`config.mk`:
```
export PLATFORM = sky130hd
export DESIGN_NAME = adc_result_status_flags
export DESIGN_NICKNAME = d
export VERILOG_FILES = /design/src/adc_result_status_flags.v
export VERILOG_INCLUDE_DIRS = /design/src /design/src/pkg
export SDC_FILE = /design/constraint.sdc
export NUM_CORES = 1
export LEC_CHECK = 0
export BUFFER_PORTS_ARGS = -buffer_cell sky130_fd_sc_hd__buf_2
export CAP_MARGIN = 15
export CORE_MARGIN = 1.5
export CORE_UTILIZATION = 52
export CTS_CLUSTER_SIZE = 20
export DETAILED_ROUTE_END_ITERATION = 8
export HOLD_SLACK_MARGIN = 0.12
export PLACE_DENSITY = 0.73
export SYNTH_ARGS = -nofsm -noshare
export SYNTH_HDL_FRONTEND = slang
export SYNTH_SLANG_ARGS = --single-unit
```
`constraint.sdc`:
```
create_clock -name clk_i -period 3.4 [get_ports clk_i]
set_input_delay 0.68 -clock clk_i [delete_from_list [all_inputs] [get_ports clk_i]]
set_output_delay 0.68 -clock clk_i [all_outputs]
set_load 0.03 [all_outputs]
```
`src/pkg/adc_flags_consts.vh`:
```
// constants of the converter result and status flag block
// assumes a 32-bit classic wishbone slave with byte addresses on adr_i
`ifndef ADC_FLAGS_CONSTS_VH
`define ADC_FLAGS_CONSTS_VH

// ----------------------------------------------------------------------
// register byte offsets
// ----------------------------------------------------------------------
`define OFF_CTRL      8'h00
`define OFF_MODE      8'h04
`define OFF_CH_ENA    8'h10
`define OFF_CH_DIS    8'h14
`define OFF_CH_STAT   8'h18
`define OFF_STATUS    8'h1C
`define OFF_LATEST    8'h20
`define OFF_IRQ_MASK  8'h24
`define OFF_IRQ_STAT  8'h28
`define OFF_CDR0      8'h30

// ----------------------------------------------------------------------
// field positions
// ----------------------------------------------------------------------
`define CTRL_START    0
`define MODE_SLEEP    0
`define ST_DONE_LSB   0
`define ST_OVR_LSB    8
`define ST_RDY_BIT    16
`define ST_GOVR_BIT   17
`define ST_WIDTH      18
`define LAT_CHAN_LSB  12

// ----------------------------------------------------------------------
// reset values
// ----------------------------------------------------------------------
`define RST_WORD      32'h0000_0000
`define RST_STAT      18'h0_0000

`endif

```
`src/adc_result_status_flags.v`:
```
// result registers and status flags of a converter, classic wishbone slave
// assumes the conversion core runs on clk_i and pulses eoc_i once per result
//
// The placing of the registers and the Wishbone register port are this design's own decisions.
`include "adc_flags_consts.vh"
`default_nettype none

module adc_result_status_flags #(
   parameter NCH = 8,
   parameter DW  = 10
) (
   // clock, reset, enable
   input  wire            clk_i,
   input  wire            rst_i,
   input  wire            ce_i,
   // wishbone slave
   input  wire [7:0]      adr_i,
   input  wire [31:0]     dat_i,
   input  wire [3:0]      sel_i,
   input  wire            we_i,
   input  wire            cyc_i,
   input  wire            stb_i,
   output reg  [31:0]     dat_o,
   output reg             ack_o,
   // conversion core
   input  wire            eoc_i,
   input  wire [2:0]      eoc_chan_i,
   input  wire [DW-1:0]   eoc_data_i,
   output reg  [NCH-1:0]  chan_en_o,
   output reg             conv_start_o,
   output reg             sleep_o,
   // interrupt
   output reg             irq_o
);

   // ----------------------------------------------------------------------
   // helpers
   // ----------------------------------------------------------------------
   function [NCH-1:0] onehot;
      input [2:0] idx;
      begin
         onehot = {{(NCH-1){1'b0}}, 1'b1} << idx;
      end
   endfunction

   function hit;
      input [7:0] adr;
      input [7:0] off;
      begin
         hit = (adr[7:2] == off[7:2]);
      end
   endfunction

   // ----------------------------------------------------------------------
   // state
   // ----------------------------------------------------------------------
   reg  [DW-1:0]    cdr_mem [0:NCH-1];
   reg  [DW-1:0]    latest_result_reg;
   reg  [2:0]       latest_chan_reg;
   reg  [NCH-1:0]   done_reg;
   reg  [NCH-1:0]   done_next;
   reg  [NCH-1:0]   channel_overrun_flag_reg;
   reg  [NCH-1:0]   channel_overrun_flag_next;
   reg              result_ready_flag_reg;
   reg              result_ready_flag_next;
   reg              any_overrun_flag_reg;
   reg              any_overrun_flag_next;
   reg              sleep_mode_reg;
   reg  [`ST_WIDTH-1:0] irq_mask_reg;
   reg  [`ST_WIDTH-1:0] irq_stat_reg;
   reg  [`ST_WIDTH-1:0] irq_stat_next;
   reg  [31:0]      rd_mux;

   // ----------------------------------------------------------------------
   // bus decode
   // ----------------------------------------------------------------------
   wire             req      = cyc_i & stb_i & ~ack_o;
   wire             rd       = req & ~we_i;
   wire             wr       = req & we_i & sel_i[0];
   wire [7:0]       cdr_off  = adr_i - `OFF_CDR0;
   wire [5:0]       cdr_idx  = cdr_off[7:2];
   wire             cdr_hit  = (adr_i >= `OFF_CDR0) && (cdr_idx < NCH);
   wire             rd_stat  = rd & hit(adr_i, `OFF_STATUS);
   wire             rd_lat   = rd & hit(adr_i, `OFF_LATEST);
   wire             rd_cdr   = rd & cdr_hit;
   wire             rd_irq   = rd & hit(adr_i, `OFF_IRQ_STAT);
   wire             wr_ena   = wr & hit(adr_i, `OFF_CH_ENA);
   wire             wr_dis   = wr & hit(adr_i, `OFF_CH_DIS);
   wire [NCH-1:0]   dis_now  = wr_dis ? dat_i[NCH-1:0] : {NCH{1'b0}};
   wire [NCH-1:0]   ena_now  = wr_ena ? dat_i[NCH-1:0] : {NCH{1'b0}};

   // ----------------------------------------------------------------------
   // control register writes
   // ----------------------------------------------------------------------
   wire             wr_ctrl  = wr & hit(adr_i, `OFF_CTRL);
   wire             wr_mode  = wr & hit(adr_i, `OFF_MODE);
   wire             wr_mask  = wr & hit(adr_i, `OFF_IRQ_MASK);

   // ----------------------------------------------------------------------
   // end of conversion qualification
   // ----------------------------------------------------------------------
   wire [NCH-1:0]   eoc_oh   = onehot(eoc_chan_i);
   wire             eoc_ok   = eoc_i & |(eoc_oh & chan_en_o & ~dis_now);
   wire             ovr_new  = eoc_ok & |(eoc_oh & done_reg);
   wire             govr_new = eoc_ok & result_ready_flag_reg;

   // ----------------------------------------------------------------------
   // flag next state
   // ----------------------------------------------------------------------
   always @* begin
      done_next                 = done_reg;
      channel_overrun_flag_next = channel_overrun_flag_reg;
      result_ready_flag_next    = result_ready_flag_reg;
      any_overrun_flag_next     = any_overrun_flag_reg;
      if (rd_cdr) begin
         done_next = done_next & ~onehot(cdr_idx[2:0]);
      end
      if (rd_lat) begin
         done_next = done_next & ~onehot(latest_chan_reg);
         result_ready_flag_next = 1'b0;
      end
      if (rd_stat) begin
         channel_overrun_flag_next = {NCH{1'b0}};
         any_overrun_flag_next = 1'b0;
      end
      if (eoc_ok) begin
         done_next = done_next | eoc_oh;
         result_ready_flag_next = 1'b1;
      end
      if (ovr_new) begin
         channel_overrun_flag_next = channel_overrun_flag_next | eoc_oh;
      end
      if (govr_new) begin
         any_overrun_flag_next = 1'b1;
      end
   end

   // ----------------------------------------------------------------------
   // interrupt status next state
   // ----------------------------------------------------------------------
   wire [`ST_WIDTH-1:0] ev_vec;
   assign ev_vec[`ST_OVR_LSB-1:`ST_DONE_LSB] = eoc_ok ? eoc_oh : {NCH{1'b0}};
   assign ev_vec[`ST_RDY_BIT-1:`ST_OVR_LSB]  = ovr_new ? eoc_oh : {NCH{1'b0}};
   assign ev_vec[`ST_RDY_BIT]                = eoc_ok;
   assign ev_vec[`ST_GOVR_BIT]               = govr_new;

   always @* begin
      irq_stat_next = irq_stat_reg;
      if (rd_irq) begin
         irq_stat_next = `RST_STAT;
      end
      irq_stat_next = irq_stat_next | ev_vec;
   end

   // ----------------------------------------------------------------------
   // read mux
   // ----------------------------------------------------------------------
   always @* begin
      rd_mux = `RST_WORD;
      if (cdr_hit) begin
         rd_mux[DW-1:0] = cdr_mem[cdr_idx[2:0]];
      end else if (hit(adr_i, `OFF_MODE)) begin
         rd_mux[`MODE_SLEEP] = sleep_mode_reg;
      end else if (hit(adr_i, `OFF_CH_STAT)) begin
         rd_mux[NCH-1:0] = chan_en_o;
      end else if (hit(adr_i, `OFF_STATUS)) begin
         rd_mux[`ST_OVR_LSB-1:`ST_DONE_LSB] = done_reg;
         rd_mux[`ST_RDY_BIT-1:`ST_OVR_LSB]  = channel_overrun_flag_reg;
         rd_mux[`ST_RDY_BIT]                = result_ready_flag_reg;
         rd_mux[`ST_GOVR_BIT]               = any_overrun_flag_reg;
      end else if (hit(adr_i, `OFF_LATEST)) begin
         rd_mux[DW-1:0] = latest_result_reg;
         rd_mux[`LAT_CHAN_LSB+2:`LAT_CHAN_LSB] = latest_chan_reg;
      end else if (hit(adr_i, `OFF_IRQ_MASK)) begin
         rd_mux[`ST_WIDTH-1:0] = irq_mask_reg;
      end else if (hit(adr_i, `OFF_IRQ_STAT)) begin
         rd_mux[`ST_WIDTH-1:0] = irq_stat_reg;
      end
   end

   // ----------------------------------------------------------------------
   // bus answer
   // ----------------------------------------------------------------------
   always @(posedge clk_i) begin
      if (rst_i) begin
         ack_o <= 1'b0;
         dat_o <= `RST_WORD;
      end else if (ce_i) begin
         ack_o <= req;
         if (rd) begin
            dat_o <= rd_mux;
         end
      end
   end

   // ----------------------------------------------------------------------
   // conversion-done flags
   // ----------------------------------------------------------------------
   always @(posedge clk_i) begin
      if (rst_i) begin
         done_reg <= {NCH{1'b0}};
      end else if (ce_i) begin
         done_reg <= done_next;
      end
   end

   // ----------------------------------------------------------------------
   // channel overrun flags
   // ----------------------------------------------------------------------
   always @(posedge clk_i) begin
      if (rst_i) begin
         channel_overrun_flag_reg <= {NCH{1'b0}};
      end else if (ce_i) begin
         channel_overrun_flag_reg <= channel_overrun_flag_next;
      end
   end

   // ----------------------------------------------------------------------
   // result-ready flag
   // ----------------------------------------------------------------------
   always @(posedge clk_i) begin
      if (rst_i) begin
         result_ready_flag_reg <= 1'b0;
      end else if (ce_i) begin
         result_ready_flag_reg <= result_ready_flag_next;
      end
   end

   // ----------------------------------------------------------------------
   // general overrun flag
   // ----------------------------------------------------------------------
   always @(posedge clk_i) begin
      if (rst_i) begin
         any_overrun_flag_reg <= 1'b0;
      end else if (ce_i) begin
         any_overrun_flag_reg <= any_overrun_flag_next;
      end
   end

   // ----------------------------------------------------------------------
   // latest result
   // ----------------------------------------------------------------------
   always @(posedge clk_i) begin
      if (rst_i) begin
         latest_result_reg <= {DW{1'b0}};
         latest_chan_reg   <= 3'h0;
      end else if (ce_i) begin
         if (eoc_ok) begin
            latest_result_reg <= eoc_data_i;
            latest_chan_reg   <= eoc_chan_i;
         end
      end
   end

   // ----------------------------------------------------------------------
   // channel enables and conversion start
   // ----------------------------------------------------------------------
   always @(posedge clk_i) begin
      if (rst_i) begin
         chan_en_o    <= {NCH{1'b0}};
         conv_start_o <= 1'b0;
      end else if (ce_i) begin
         chan_en_o    <= (chan_en_o | ena_now) & ~dis_now;
         conv_start_o <= wr_ctrl & dat_i[`CTRL_START];
      end
   end

   // ----------------------------------------------------------------------
   // sleep control
   // ----------------------------------------------------------------------
   always @(posedge clk_i) begin
      if (rst_i) begin
         sleep_mode_reg <= 1'b0;
         sleep_o        <= 1'b0;
      end else if (ce_i) begin
         if (wr_mode) begin
            sleep_mode_reg <= dat_i[`MODE_SLEEP];
         end
         if (!sleep_mode_reg) begin
            sleep_o <= 1'b0;
         end else if (eoc_i) begin
            sleep_o <= 1'b1;
         end else if (conv_start_o) begin
            sleep_o <= 1'b0;
         end
      end
   end

   // ----------------------------------------------------------------------
   // interrupt
   // ----------------------------------------------------------------------
   always @(posedge clk_i) begin
      if (rst_i) begin
         irq_mask_reg <= `RST_STAT;
         irq_stat_reg <= `RST_STAT;
         irq_o        <= 1'b0;
      end else if (ce_i) begin
         if (wr_mask) begin
            irq_mask_reg <= dat_i[`ST_WIDTH-1:0];
         end
         irq_stat_reg <= irq_stat_next;
         irq_o        <= |(irq_stat_next & irq_mask_reg);
      end
   end

   // ----------------------------------------------------------------------
   // per-channel results
   // ----------------------------------------------------------------------
   integer k;
   always @(posedge clk_i) begin
      if (rst_i) begin
         for (k = 0; k < NCH; k = k + 1) begin
            cdr_mem[k] <= {DW{1'b0}};
         end
      end else if (ce_i && eoc_ok) begin
         cdr_mem[eoc_chan_i] <= eoc_data_i;
      end
   end

endmodule // adc_result_status_flags

`default_nettype wire

```
==> Word level (Yosys, flattened, before mapping) <==
Memory sizes are Yosys's and may differ from the RTL's.
Cells that the tools add are included.
{ "word_totals": {"ff_bits": 98, "ram_bits": 80, "in_bits": 64, "output_inout_bits": 44, "elab_cells": 124, "memories": 1} }
{ "mem_list": {"columns": ["memory", "words", "width", "read_ports", "rd_ports_with_merged_regs", "write_ports", "line_no", "text"], "rows": [
  ["cdr_mem", 8, 10, 1, 0, 8, "adc_result_status_flags.v:57", "reg [DW-1:0] cdr_mem [0:NCH-1];"]
]} }
{ "op_classes": {"addsub": 1, "order_cmp": 2, "eq_ne": 9, "shifts": 3, "n_mux": 43, "bitwise_logic": 34, "reduce_logical": 16} }
{ "ops": {"columns": ["operator", "count"], "rows": [
  ["$mux 18", 9],
  ["$mux 8", 11],
  ["$and 8x8->8", 6],
  ["$mux 10", 4],
  ["$eq 6x3->1 const B", 4],
  ["$not 8->8", 3],
  ["$or 8x8->8", 3],
  ["$shl 1x3->8 const A", 3],
  ["$and 1x1->1", 18],
  ["$and 18x18->18", 1],
  ["$eq 6x4->1 const B", 3],
  ["$or 18x18->18", 1],
  ["$reduce_or 18->1", 1],
  ["$mux 17", 1],
  ["$reduce_or 8->1", 2],
  ["$mux 1", 14],
  ["$reduce_and 2->1", 7],
  ["$reduce_or 10->1", 1],
  ["$mux 3", 3],
  ["$ge 8x6->1 const B", 1],
  ["$sub 8x6->8 const B", 1],
  ["$eq 6x1->1 const B", 1],
  ["$logic_not 6->1", 1],
  ["$lt 6x4->1 const B", 1],
  ["other kinds (5)", 8]
]} }

==> Depth between registers and ports, before layout <==
Gate-level depths: netlist (run 1).
{ "depth": {"depth_word": 16, "depth_mapped": 12, "ltp_nobuf": 8} }

==> Least setup slack after synthesis (run 1) <==
No wires, ideal clock.
{ "synth_path": {"path_kind": "input to register", "startpoint": "input port adr_i[4]", "endpoint": "register done_reg[3]", "arrival_ns": 2.954, "required_ns": 3.265, "setup_slack_ns": 0.311, "stages": 9, "path_buffers": 2, "cell_sequence": "clkbuf_1 > clkinv_1 > buf_1 > ha_1 > or3b_2 > nor3_2 > nand3_1 > o311ai_0 > o22ai_1"} }
{ "synth_via": {"elab_chain_cells": 9, "word_cells_on_any_way": 22, "classes_between": "add/sub: 1; order compare: 2; eq/ne: 2; shift: 1; mux: 4; bitwise: 10; reduce/logical: 2"} }
{ "synth_lines": {"columns": ["element", "line_no", "text"], "rows": [
  ["from (decl)", "adc_result_status_flags.v:17", "input wire [7:0] adr_i,"],
  ["$sub 8x6->8 (no line)", null, null],
  ["$lt 6x4->1 / $shl 1x3->8 (equally long branches)", "adc_result_status_flags.v:82, adc_result_status_flags.v:42", null],
  ["$logic_and 1x1->1 / $not 8->8 (equally long branches)", "adc_result_status_flags.v:82, adc_result_status_flags.v:116", null],
  ["$and 1x1->1 / $and 8x8->8 (equally long branches)", "adc_result_status_flags.v:85, adc_result_status_flags.v:116", null],
  ["$mux 8", "adc_result_status_flags.v:115", "if (rd_cdr) begin"],
  ["$and 8x8->8", "adc_result_status_flags.v:119", "done_next = done_next & ~onehot(latest_chan_reg);"],
  ["$mux 8", "adc_result_status_flags.v:118", "if (rd_lat) begin"],
  ["$or 8x8->8", "adc_result_status_flags.v:127", "done_next = done_next | eoc_oh;"],
  ["$mux 8 *", "adc_result_status_flags.v:126", "if (eoc_ok) begin"],
  ["to (signal assigned)", "adc_result_status_flags.v:201", "done_reg <= {NCH{1'b0}};"],
  ["to (signal assigned)", "adc_result_status_flags.v:203", "done_reg <= done_next;"],
  ["to (decl)", "adc_result_status_flags.v:60", "reg [NCH-1:0] done_reg;"]
]} }
Mark *: on every way between the ends. The rest lies on a longest branch, timed or not.
A chain may end at the register's enable or synchronous reset.

==> results of run 1 <==
## final timing paths
check / end / slack (ps) / depth (start not counted)
min: channel_overrun_flag_reg[6] / 460 / 2
max reg2reg: cdr_mem[7][1] / 730 / 7
min reg2reg: channel_overrun_flag_reg[6] / 460 / 2
max: cdr_mem[7][1] / 730 / 7
## worst max-delay path, delay by kind of cell (launching register included)
family | cells | cell delay, ps
buffers and inverters | 1 | 130
and+or+nand+nor | 2 | 510
AOI/OAI and AO/OA | 4 | 1320
DFF | 1 | 310
## kinds of logic after synthesis
| group | share of synthesized area |
|---|---|
| AND/OR/NAND/NOR | 0.209 |
| AO/OA/AOI/OAI | 0.150 |
| flip-flops | 0.487 |
| buffers and inverters | 0.0574 |
| multiplexers | 0.0900 |
| adder cells (fa/ha/maj) | 0.00559 |
| other | 0.000419 |
## cell type report
class | count | area [µm²] | area share
sequential | 178 | 4360 | 0.431
clock inverter | 15 | 175 | 0.0173
timing repair buffer | 122 | 731 | 0.0721
inverter | 9 | 33.8 | 0.00333
multi-input combinational | 589 | 4130 | 0.407
tap | 220 | 275 | 0.0272
clock buffer | 17 | 425 | 0.0420
## routing by layer
| metal | vias up | track usage |
|---|---|---|
| met5 | - | 0 |
| met4 | 0 | 0.117 |
| met3 | 66 | 0.0737 |
| met2 | 399 | 0.408 |
| met1 | 3421 | 0.393 |
| li1 | 3290 | - |
## power by group through the flow
stage | Combinational (mW) | Sequential, mW | Clock [mW]
after floorplan | 0.232 | 2.33 | 0
after global placement | 0.357 | 2.32 | 0
after detailed placement | 0.361 | 2.33 | 0
after CTS | 0.362 | 2.28 | 2.03
after global routing | 0.387 | 2.28 | 2.12
final | 0.367 | 2.28 | 2.02
## synth_stat cells, drive strengths merged, types with 5 or more instances
master,instances,area share
nor3,78,0.083
o31ai,17,0.015
o22ai,13,0.0091
nand4,10,0.0070
buf,49,0.037
inv,8,0.0034
nand2b,6,0.0042
mux2i,31,0.035
o21ai,45,0.025
a221oi,7,0.0068
dfxtp,98,0.22
a211oi,9,0.0075
nor4,14,0.012
nand3,16,0.0089
a31oi,7,0.0049
clkbuf,39,0.016
edfxtp,80,0.27
nor2b,6,0.0042
nand3b,5,0.0042
mux4,22,0.055
a22oi,31,0.026
or3b,5,0.0049
a21oi,51,0.029
nand2,117,0.050
nor2,38,0.016
==> Flow_metrics.wiki, run 1 <==
{| class="wikitable"
! Metric !! Value
|-
| Fraction of the core area covered by cells at the end of the flow || 0.607
|-
| Per-cell via count in the routed design || approximately 6.2
|-
| Hold path start || channel_overrun_flag_reg[6]
|-
| Metal3 WL || ~2.4 mm
|-
| Fraction of power consumed by the clock network || 0.433
|-
| Number of design rule violations left after detail routing || 0
|-
| Number of diodes || 0
|-
| Post-detailed-placement cell area || between 9000 and 10,000 µm²
|-
| Total of flip-flops plus latches after synthesis || around 180
|-
| Yosys warns || 0
|-
| Setup crit start || chan_en_o[2]
|-
| Number of buffers added by the clock tree synthesis step || 17
|-
| Largest stage delay, worst path || about 860 ps
|-
| Type of the worst setup path || flop to flop
|-
| Via count of the first global-routing pass || approximately 6,600
|-
| Average cell area after synthesis || approximately 11 µm²
|-
| Length of routed met2 wiring || between 10 and 15 mm
|-
| Crit-path max FO || 13
|-
| Quantity of I/O buffers inserted on ports || between 70 and 80
|-
| Vias || between 7,000 and 8,000
|-
| Top flip-flop cell by instance count after synthesis || sky130_fd_sc_hd__dfxtp_1
|-
| Max transition margin || 0.282
|-
| Post-detail-place hpwl || 17.0 mm
|-
| Placed instance count || between 1,000 and 1,500
|-
| Crit path max-delay cell type || sky130_fd_sc_hd__o21ai_1
|-
| TritonRoute pass-1 iters || 5
|-
| Hold Buf Count CTS || 0
|-
| Area inside the core boundary || 16,700 µm²
|-
| Post-route insts no fill || between 1,000 and 1,500
|-
| Part of the power in registers || 0.488
|-
| H-tree depth || 4
|-
| Worst setup skew after layout || 10.3 ps
|-
| Fillers || 1,401
|-
| Worst hold-check slack || 456 ps
|-
| Minimum setup slack after placement || approximately 280 ps
|-
| Reported net switching power || about 1.2 mW
|-
| Number of antenna-violating nets in the routed design || 0
|-
| Slew at the pin closest to its max-slew limit || approximately 1100 ps
|-
| DIE WIDTH || between 100 and 150 µm
|-
| Outcome || finished, final reports clean
|-
| Cell-internal power || between 3 and 4 mW
|-
| Required time at the endpoint of the critical path || ~3500 ps
|-
| Hold Fails Final Rpt || 0
|-
| Max reg flops || 80
|-
| Area growth, synth to finish || 13.2%
|-
| Maximum number of pins on one net before global-route repair || between 40 and 50
|-
| Highest layer used for signal routing || met4
|-
| Rows || 47
|-
| Clock Latency Late Sink || around 440 ps
|-
| Setup slack after layout || a little over 700 ps
|-
| Synth async-reset ratio || 0
|-
| Type of the tightest min-delay check || flop to flop
|-
| Area of all placed cells without fillers || ~10,000 µm²
|-
| Number of nets in the finished design || between 900 and 1,000
|-
| Setup repair bufs after CTS || 0
|-
| Post-synthesis instance area || approximately 9000 µm²
|-
| Share of final-layout standard cells stronger than drive strength 1 || 0.282
|-
| Comb pwr share || 0.079
|-
| Critical path launch point type || flop
|-
| Maximum clock path buffer count || 2
|-
| # setup viols final || 0
|-
| Wire length of the first global-routing pass || around 38 mm
|-
| Achievable clock frequency || 374 MHz
|-
| Seq/Total Area, Yosys || 0.487
|-
| First-iteration detailed-routing DRC count || 871
|-
| Most frequent cells in the layout || 116 x sky130_fd_sc_hd__nand2_1, 98 x sky130_fd_sc_hd__dfxtp_1, 80 x sky130_fd_sc_hd__edfxtp_1, 74 x sky130_fd_sc_hd__buf_2, 71 x sky130_fd_sc_hd__nor3_2
|-
| Cell count after synthesis || roughly 850
|-
| Final Routed Wirelength || 24.7 mm
|-
| Root Buffer || sky130_fd_sc_hd__clkbuf_16
|-
| Critical path capture point type || flop
|-
| Cell-by-cell listing of the critical path || buf_4, or3b_1, a21oi_1, o21ai_0, o2111ai_4, nand2_4, o21ai_1
|-
| Wire length on met1 || roughly 10 mm
|-
| Total die area || 18,000 µm²
|-
| Maximum vdd ir drop || 0.444 mV
|-
| Most common cell after layout, fill and taps aside || sky130_fd_sc_hd__nand2_1
|-
| Routability congestion estimate from global placement || 0.973
|-
| Number of antenna violations at the first check in global routing || 0
|-
| Post-synth EDFFs || 80
|-
| WL/cell || 21.5 µm
|-
| Minimum clock period after layout || ~2700 ps
|-
| RSZ-0062 raised after global routing || false
|-
| Areal power density over the cells || around 460 nW/µm²
|-
| Die height || around 130 µm
|-
| Static leakage || 3.55 nW
|-
| Number of distinct library cells after synthesis || 62
|-
| Clock tree from TritonCTS || done
|-
| Setup_tns || 0 ps
|-
| Final-report max-slew violation count || 0
|-
| Reported max-cap violation count || 0
|-
| Clock-pin slew on the worst setup and hold paths || ~70 ps
|-
| Congestion Overflow GR || 0
|-
| Arrival @ worst endpoint || 2740 ps
|-
| Number of sinks on the clock net || approximately 180
|-
| Total design power || between 4 and 5 mW
|-
| Number of I/O pins || 108
|-
| Switching part of the total power || 0.254
|-
| Top reg by flops || cdr_mem
|-
| Effective utilization at floorplan || 0.536
|-
| Number of gates resized after CTS || 0
|-
| Critical R2R Launch || chan_en_o[2]
|-
| Global routing usage summed across all routing layers || 0.279
|-
| Post-route fraction of the period consumed by the critical path || 0.786
|}
(Power assumes the default switching activity.)
==> run 2, diff against run 1 <==
Settings changed: PLACE_DENSITY 0.73 to 0.75.
Clock period 3.4 ns to 2.43 ns, I/O delays scaled along.
==> Flow_metrics.wiki, run 2 (synthesized netlist as in run 1, its figures left out) <==
{| class="wikitable"
! Metric !! Value
|-
| Setup slack, reg-to-reg || 180 ps (was 730 ps)
|-
| Max transition margin || 0.429 (was 0.282)
|-
| Setup repair bufs after CTS || 0 (unchanged)
|-
| DIE WIDTH || 134 µm (unchanged)
|-
| Final Routed Wirelength || 25.9 mm (was 24.7 mm)
|-
| Crit path max-delay cell type || sky130_fd_sc_hd__dfxtp_1 (was sky130_fd_sc_hd__o21ai_1)
|-
| Effective utilization at floorplan || 0.536 (unchanged)
|-
| RSZ-0062 raised after global routing || false (unchanged)
|-
| WL/cell || 21.6 µm (was 21.5 µm)
|-
| Type of the worst setup path || flop to flop (unchanged)
|-
| Setup_tns || 0 ps (unchanged)
|-
| Routability congestion estimate from global placement || 0.960 (was 0.973)
|-
| Worst setup skew after layout || 14.2 ps (was 10.3 ps)
|-
| Final-report max-slew violation count || 0 (unchanged)
|-
| TritonRoute pass-1 iters || 6 (was 5)
|-
| Critical path launch point type || flop (unchanged)
|-
| Post-detailed-placement cell area || 10,200 µm² (was 9530 µm²)
|-
| Worst hold-check slack || 282 ps (was 456 ps)
|-
| First-iteration detailed-routing DRC count || 851 (was 871)
|-
| Worst Hold End || irq_mask_reg[14] (was channel_overrun_flag_reg[6])
|-
| Largest stage delay, worst path || 350 ps (was 860 ps)
|-
| Placed instance count || 1,172 (was 1,118)
|-
| Maximum number of pins on one net before global-route repair || 32 (was 41)
|-
| Worst Hold Depth || 3 (was 2)
|-
| Number of gates resized after CTS || 0 (unchanged)
|-
| Vias || 7,472 (was 7,176)
|-
| Area of all placed cells without fillers || 10,800 µm² (was 10,100 µm²)
|-
| Post-route fraction of the period consumed by the critical path || 0.927 (was 0.786)
|-
| Type of the tightest min-delay check || input pin to flop (was flop to flop)
|-
| Reported net switching power || 1.73 mW (was 1.18 mW)
|-
| FF-to-FF path depth || 7 (unchanged)
|-
| Clock tree from TritonCTS || done (unchanged)
|-
| Slew at the pin closest to its max-slew limit || 856 ps (was 1070 ps)
|-
| Fraction of power consumed by the clock network || 0.437 (was 0.433)
|-
| Reported max-cap violation count || 0 (unchanged)
|-
| Global routing usage summed across all routing layers || 0.293 (was 0.279)
|-
| Static leakage || 3.89 nW (was 3.55 nW)
|-
| Post-route insts no fill || 1,204 (was 1,150)
|-
| Areal power density over the cells || 620 nW/µm² (was 460 nW/µm²)
|-
| Quantity of I/O buffers inserted on ports || 74 (unchanged)
|-
| Die height || 134 µm (unchanged)
|-
| Comb pwr share || 0.087 (was 0.079)
|-
| # setup viols final || 0 (unchanged)
|-
| Category of cells accounting for the largest share of critical-path delay || compound AO/OA/AOI/OAI gates (unchanged)
|-
| Rows || 47 (unchanged)
|-
| H-tree depth || 4 (unchanged)
|-
| Arrival @ worst endpoint || 2400 ps (was 2740 ps)
|-
| Max reg flops || 80 (unchanged)
|-
| Critical R2R Launch || chan_en_o[2] (unchanged)
|-
| Most frequent cells in the layout || 116 x sky130_fd_sc_hd__nand2_1, 98 x sky130_fd_sc_hd__dfxtp_1, 91 x sky130_fd_sc_hd__buf_4, 80 x sky130_fd_sc_hd__edfxtp_1, 74 x sky130_fd_sc_hd__buf_2 (was 116 x sky130_fd_sc_hd__nand2_1, 98 x sky130_fd_sc_hd__dfxtp_1, 80 x sky130_fd_sc_hd__edfxtp_1, 74 x sky130_fd_sc_hd__buf_2, 71 x sky130_fd_sc_hd__nor3_2)
|-
| Share of final-layout standard cells stronger than drive strength 1 || 0.332 (was 0.282)
|-
| Post-detail-place hpwl || 18.4 mm (was 17.0 mm)
|-
| Most common cell after layout, fill and taps aside || sky130_fd_sc_hd__nand2_1 (unchanged)
|-
| Number of diodes || 0 (unchanged)
|-
| Achievable clock frequency || 444 MHz (was 374 MHz)
|-
| Minimum clock period after layout || 2250 ps (was 2670 ps)
|-
| Number of nets in the finished design || 1,039 (was 985)
|-
| Maximum vdd ir drop || 0.488 mV (was 0.444 mV)
|-
| Cell-internal power || 4.95 mW (was 3.48 mW)
|-
| Switching part of the total power || 0.259 (was 0.254)
|-
| Number of antenna violations at the first check in global routing || 0 (unchanged)
|-
| Area inside the core boundary || 16,700 µm² (unchanged)
|-
| Per-cell via count in the routed design || 6.21 (was 6.24)
|-
| Number of sinks on the clock net || 178 (unchanged)
|-
| Root Buffer || sky130_fd_sc_hd__clkbuf_16 (unchanged)
|-
| Hold Fails Final Rpt || 0 (unchanged)
|-
| Top reg by flops || cdr_mem (unchanged)
|-
| Number of I/O pins || 108 (unchanged)
|-
| Total die area || 18,000 µm² (unchanged)
|-
| Number of buffers added by the clock tree synthesis step || 17 (unchanged)
|-
| Total buffers and inverters traversed by the critical path || 1 (unchanged)
|-
| Crit-path max FO || 22 (was 13)
|-
| Wire length of the first global-routing pass || 39.8 mm (was 37.9 mm)
|-
| Part of the power in registers || 0.476 (was 0.488)
|-
| Number of antenna-violating nets in the routed design || 0 (unchanged)
|-
| Required time at the endpoint of the critical path || 2580 ps (was 3470 ps)
|-
| Clock-pin slew on the worst setup and hold paths || 70 ps (about the same)
|-
| Hold Buf Count CTS || 0 (unchanged)
|-
| Congestion Overflow GR || 0 (unchanged)
|-
| Clock Latency Late Sink || 440 ps (about the same)
|-
| Via count of the first global-routing pass || 7,003 (was 6,570)
|-
| Outcome || finished, final reports clean (unchanged)
|-
| Number of design rule violations left after detail routing || 0 (unchanged)
|-
| Area growth, synth to finish || 20.4% (was 13.2%)
|-
| Reg-to-Reg End || cdr_mem[2][7] (was cdr_mem[7][1])
|-
| Critical path capture point type || flop (unchanged)
|-
| Cell-by-cell listing of the critical path || or3b_1, a21oi_1, o21ai_0, o2111ai_4, nand2_8, o31ai_4, buf_4 (was buf_4, or3b_1, a21oi_1, o21ai_0, o2111ai_4, nand2_4, o21ai_1)
|-
| Hold path start || dat_i[14] (was channel_overrun_flag_reg[6])
|-
| Maximum clock path buffer count || 2 (unchanged)
|}
-- run 2: changes by cell type in the layout (fill, tap and decap cells not counted), moves of 2 or more --
cell / previous run / this run
sky130_fd_sc_hd__buf_4: 48 / 91
sky130_fd_sc_hd__buf_12: 0 / 11
sky130_fd_sc_hd__o21ai_1: 8 / 1
sky130_fd_sc_hd__o21ai_2: 0 / 4
sky130_fd_sc_hd__clkinv_1: 3 / 0
sky130_fd_sc_hd__inv_8: 2 / 5
sky130_fd_sc_hd__o21ai_4: 0 / 3
sky130_fd_sc_hd__inv_6: 5 / 3
-- run 2: how the worst max path moves through the flow --
stage / endpoint / startpoint / cells past startpoint / slack, ps
2_1_floorplan: cdr_mem[2][0] / eoc_chan_i[0] / 10 / -190
3_3_place_gp: cdr_mem[6][6] / eoc_chan_i[0] / 8 / -90
3_5_place_dp: cdr_mem[2][0] / eoc_chan_i[0] / 8 / -90
4_1_cts: cdr_mem[2][7] / chan_en_o[2] / 7 / 150
5_1_grt: cdr_mem[2][7] / chan_en_o[2] / 7 / 30
6_report: cdr_mem[2][7] / chan_en_o[2] / 7 / 180
-- run 2: layer usage --
layer / global-route usage / routed length (µm) / vias to the layer above
met5: 0 / 0 / -
met1: 0.402 / 10800 / 3594
met3: 0.0816 / 2700 / 53
met4: 0.0962 / 620 / 0
li1: - / - / 3406
met2: 0.449 / 11800 / 419
-- run 2: per-stage QoR --
step                total power [mW]  utilization  setup WS, ps
floorplan                       3.60            -          -190
global placement                3.82        0.608         -93.6
detailed placement              3.82        0.608         -92.6
CTS                             6.70        0.645           150
global route                    6.85        0.645          34.0
finish                          6.68        0.645           176
-- run 2: power groups by stage --
stage	combinational, mW	clock, mW	sequential, mW
global route	0.615	3.05	3.19
detailed placement	0.570	0	3.25
CTS	0.573	2.94	3.19
finish	0.581	2.92	3.18
global placement	0.565	0	3.25
floorplan	0.339	0	3.26
-- run 2: worst reg2reg max path, cell delays in order (launching register included) --
cell,delay (ps)
sky130_fd_sc_hd__dfxtp_1,350
sky130_fd_sc_hd__or3b_1,350
sky130_fd_sc_hd__a21oi_1,150
sky130_fd_sc_hd__o21ai_0,190
sky130_fd_sc_hd__o2111ai_4,200
sky130_fd_sc_hd__nand2_8,220
sky130_fd_sc_hd__o31ai_4,320
sky130_fd_sc_hd__buf_4,200
-- run 2: area by class of cell --
class,instances,area [µm²]
multi-input cells,589,4200
well taps,220,275
clock buffers,17,425
flip-flops and latches,178,4360
inverters,9,35.0
repair buffers,176,1270
clock inverters,15,201
fillers,1337,5920
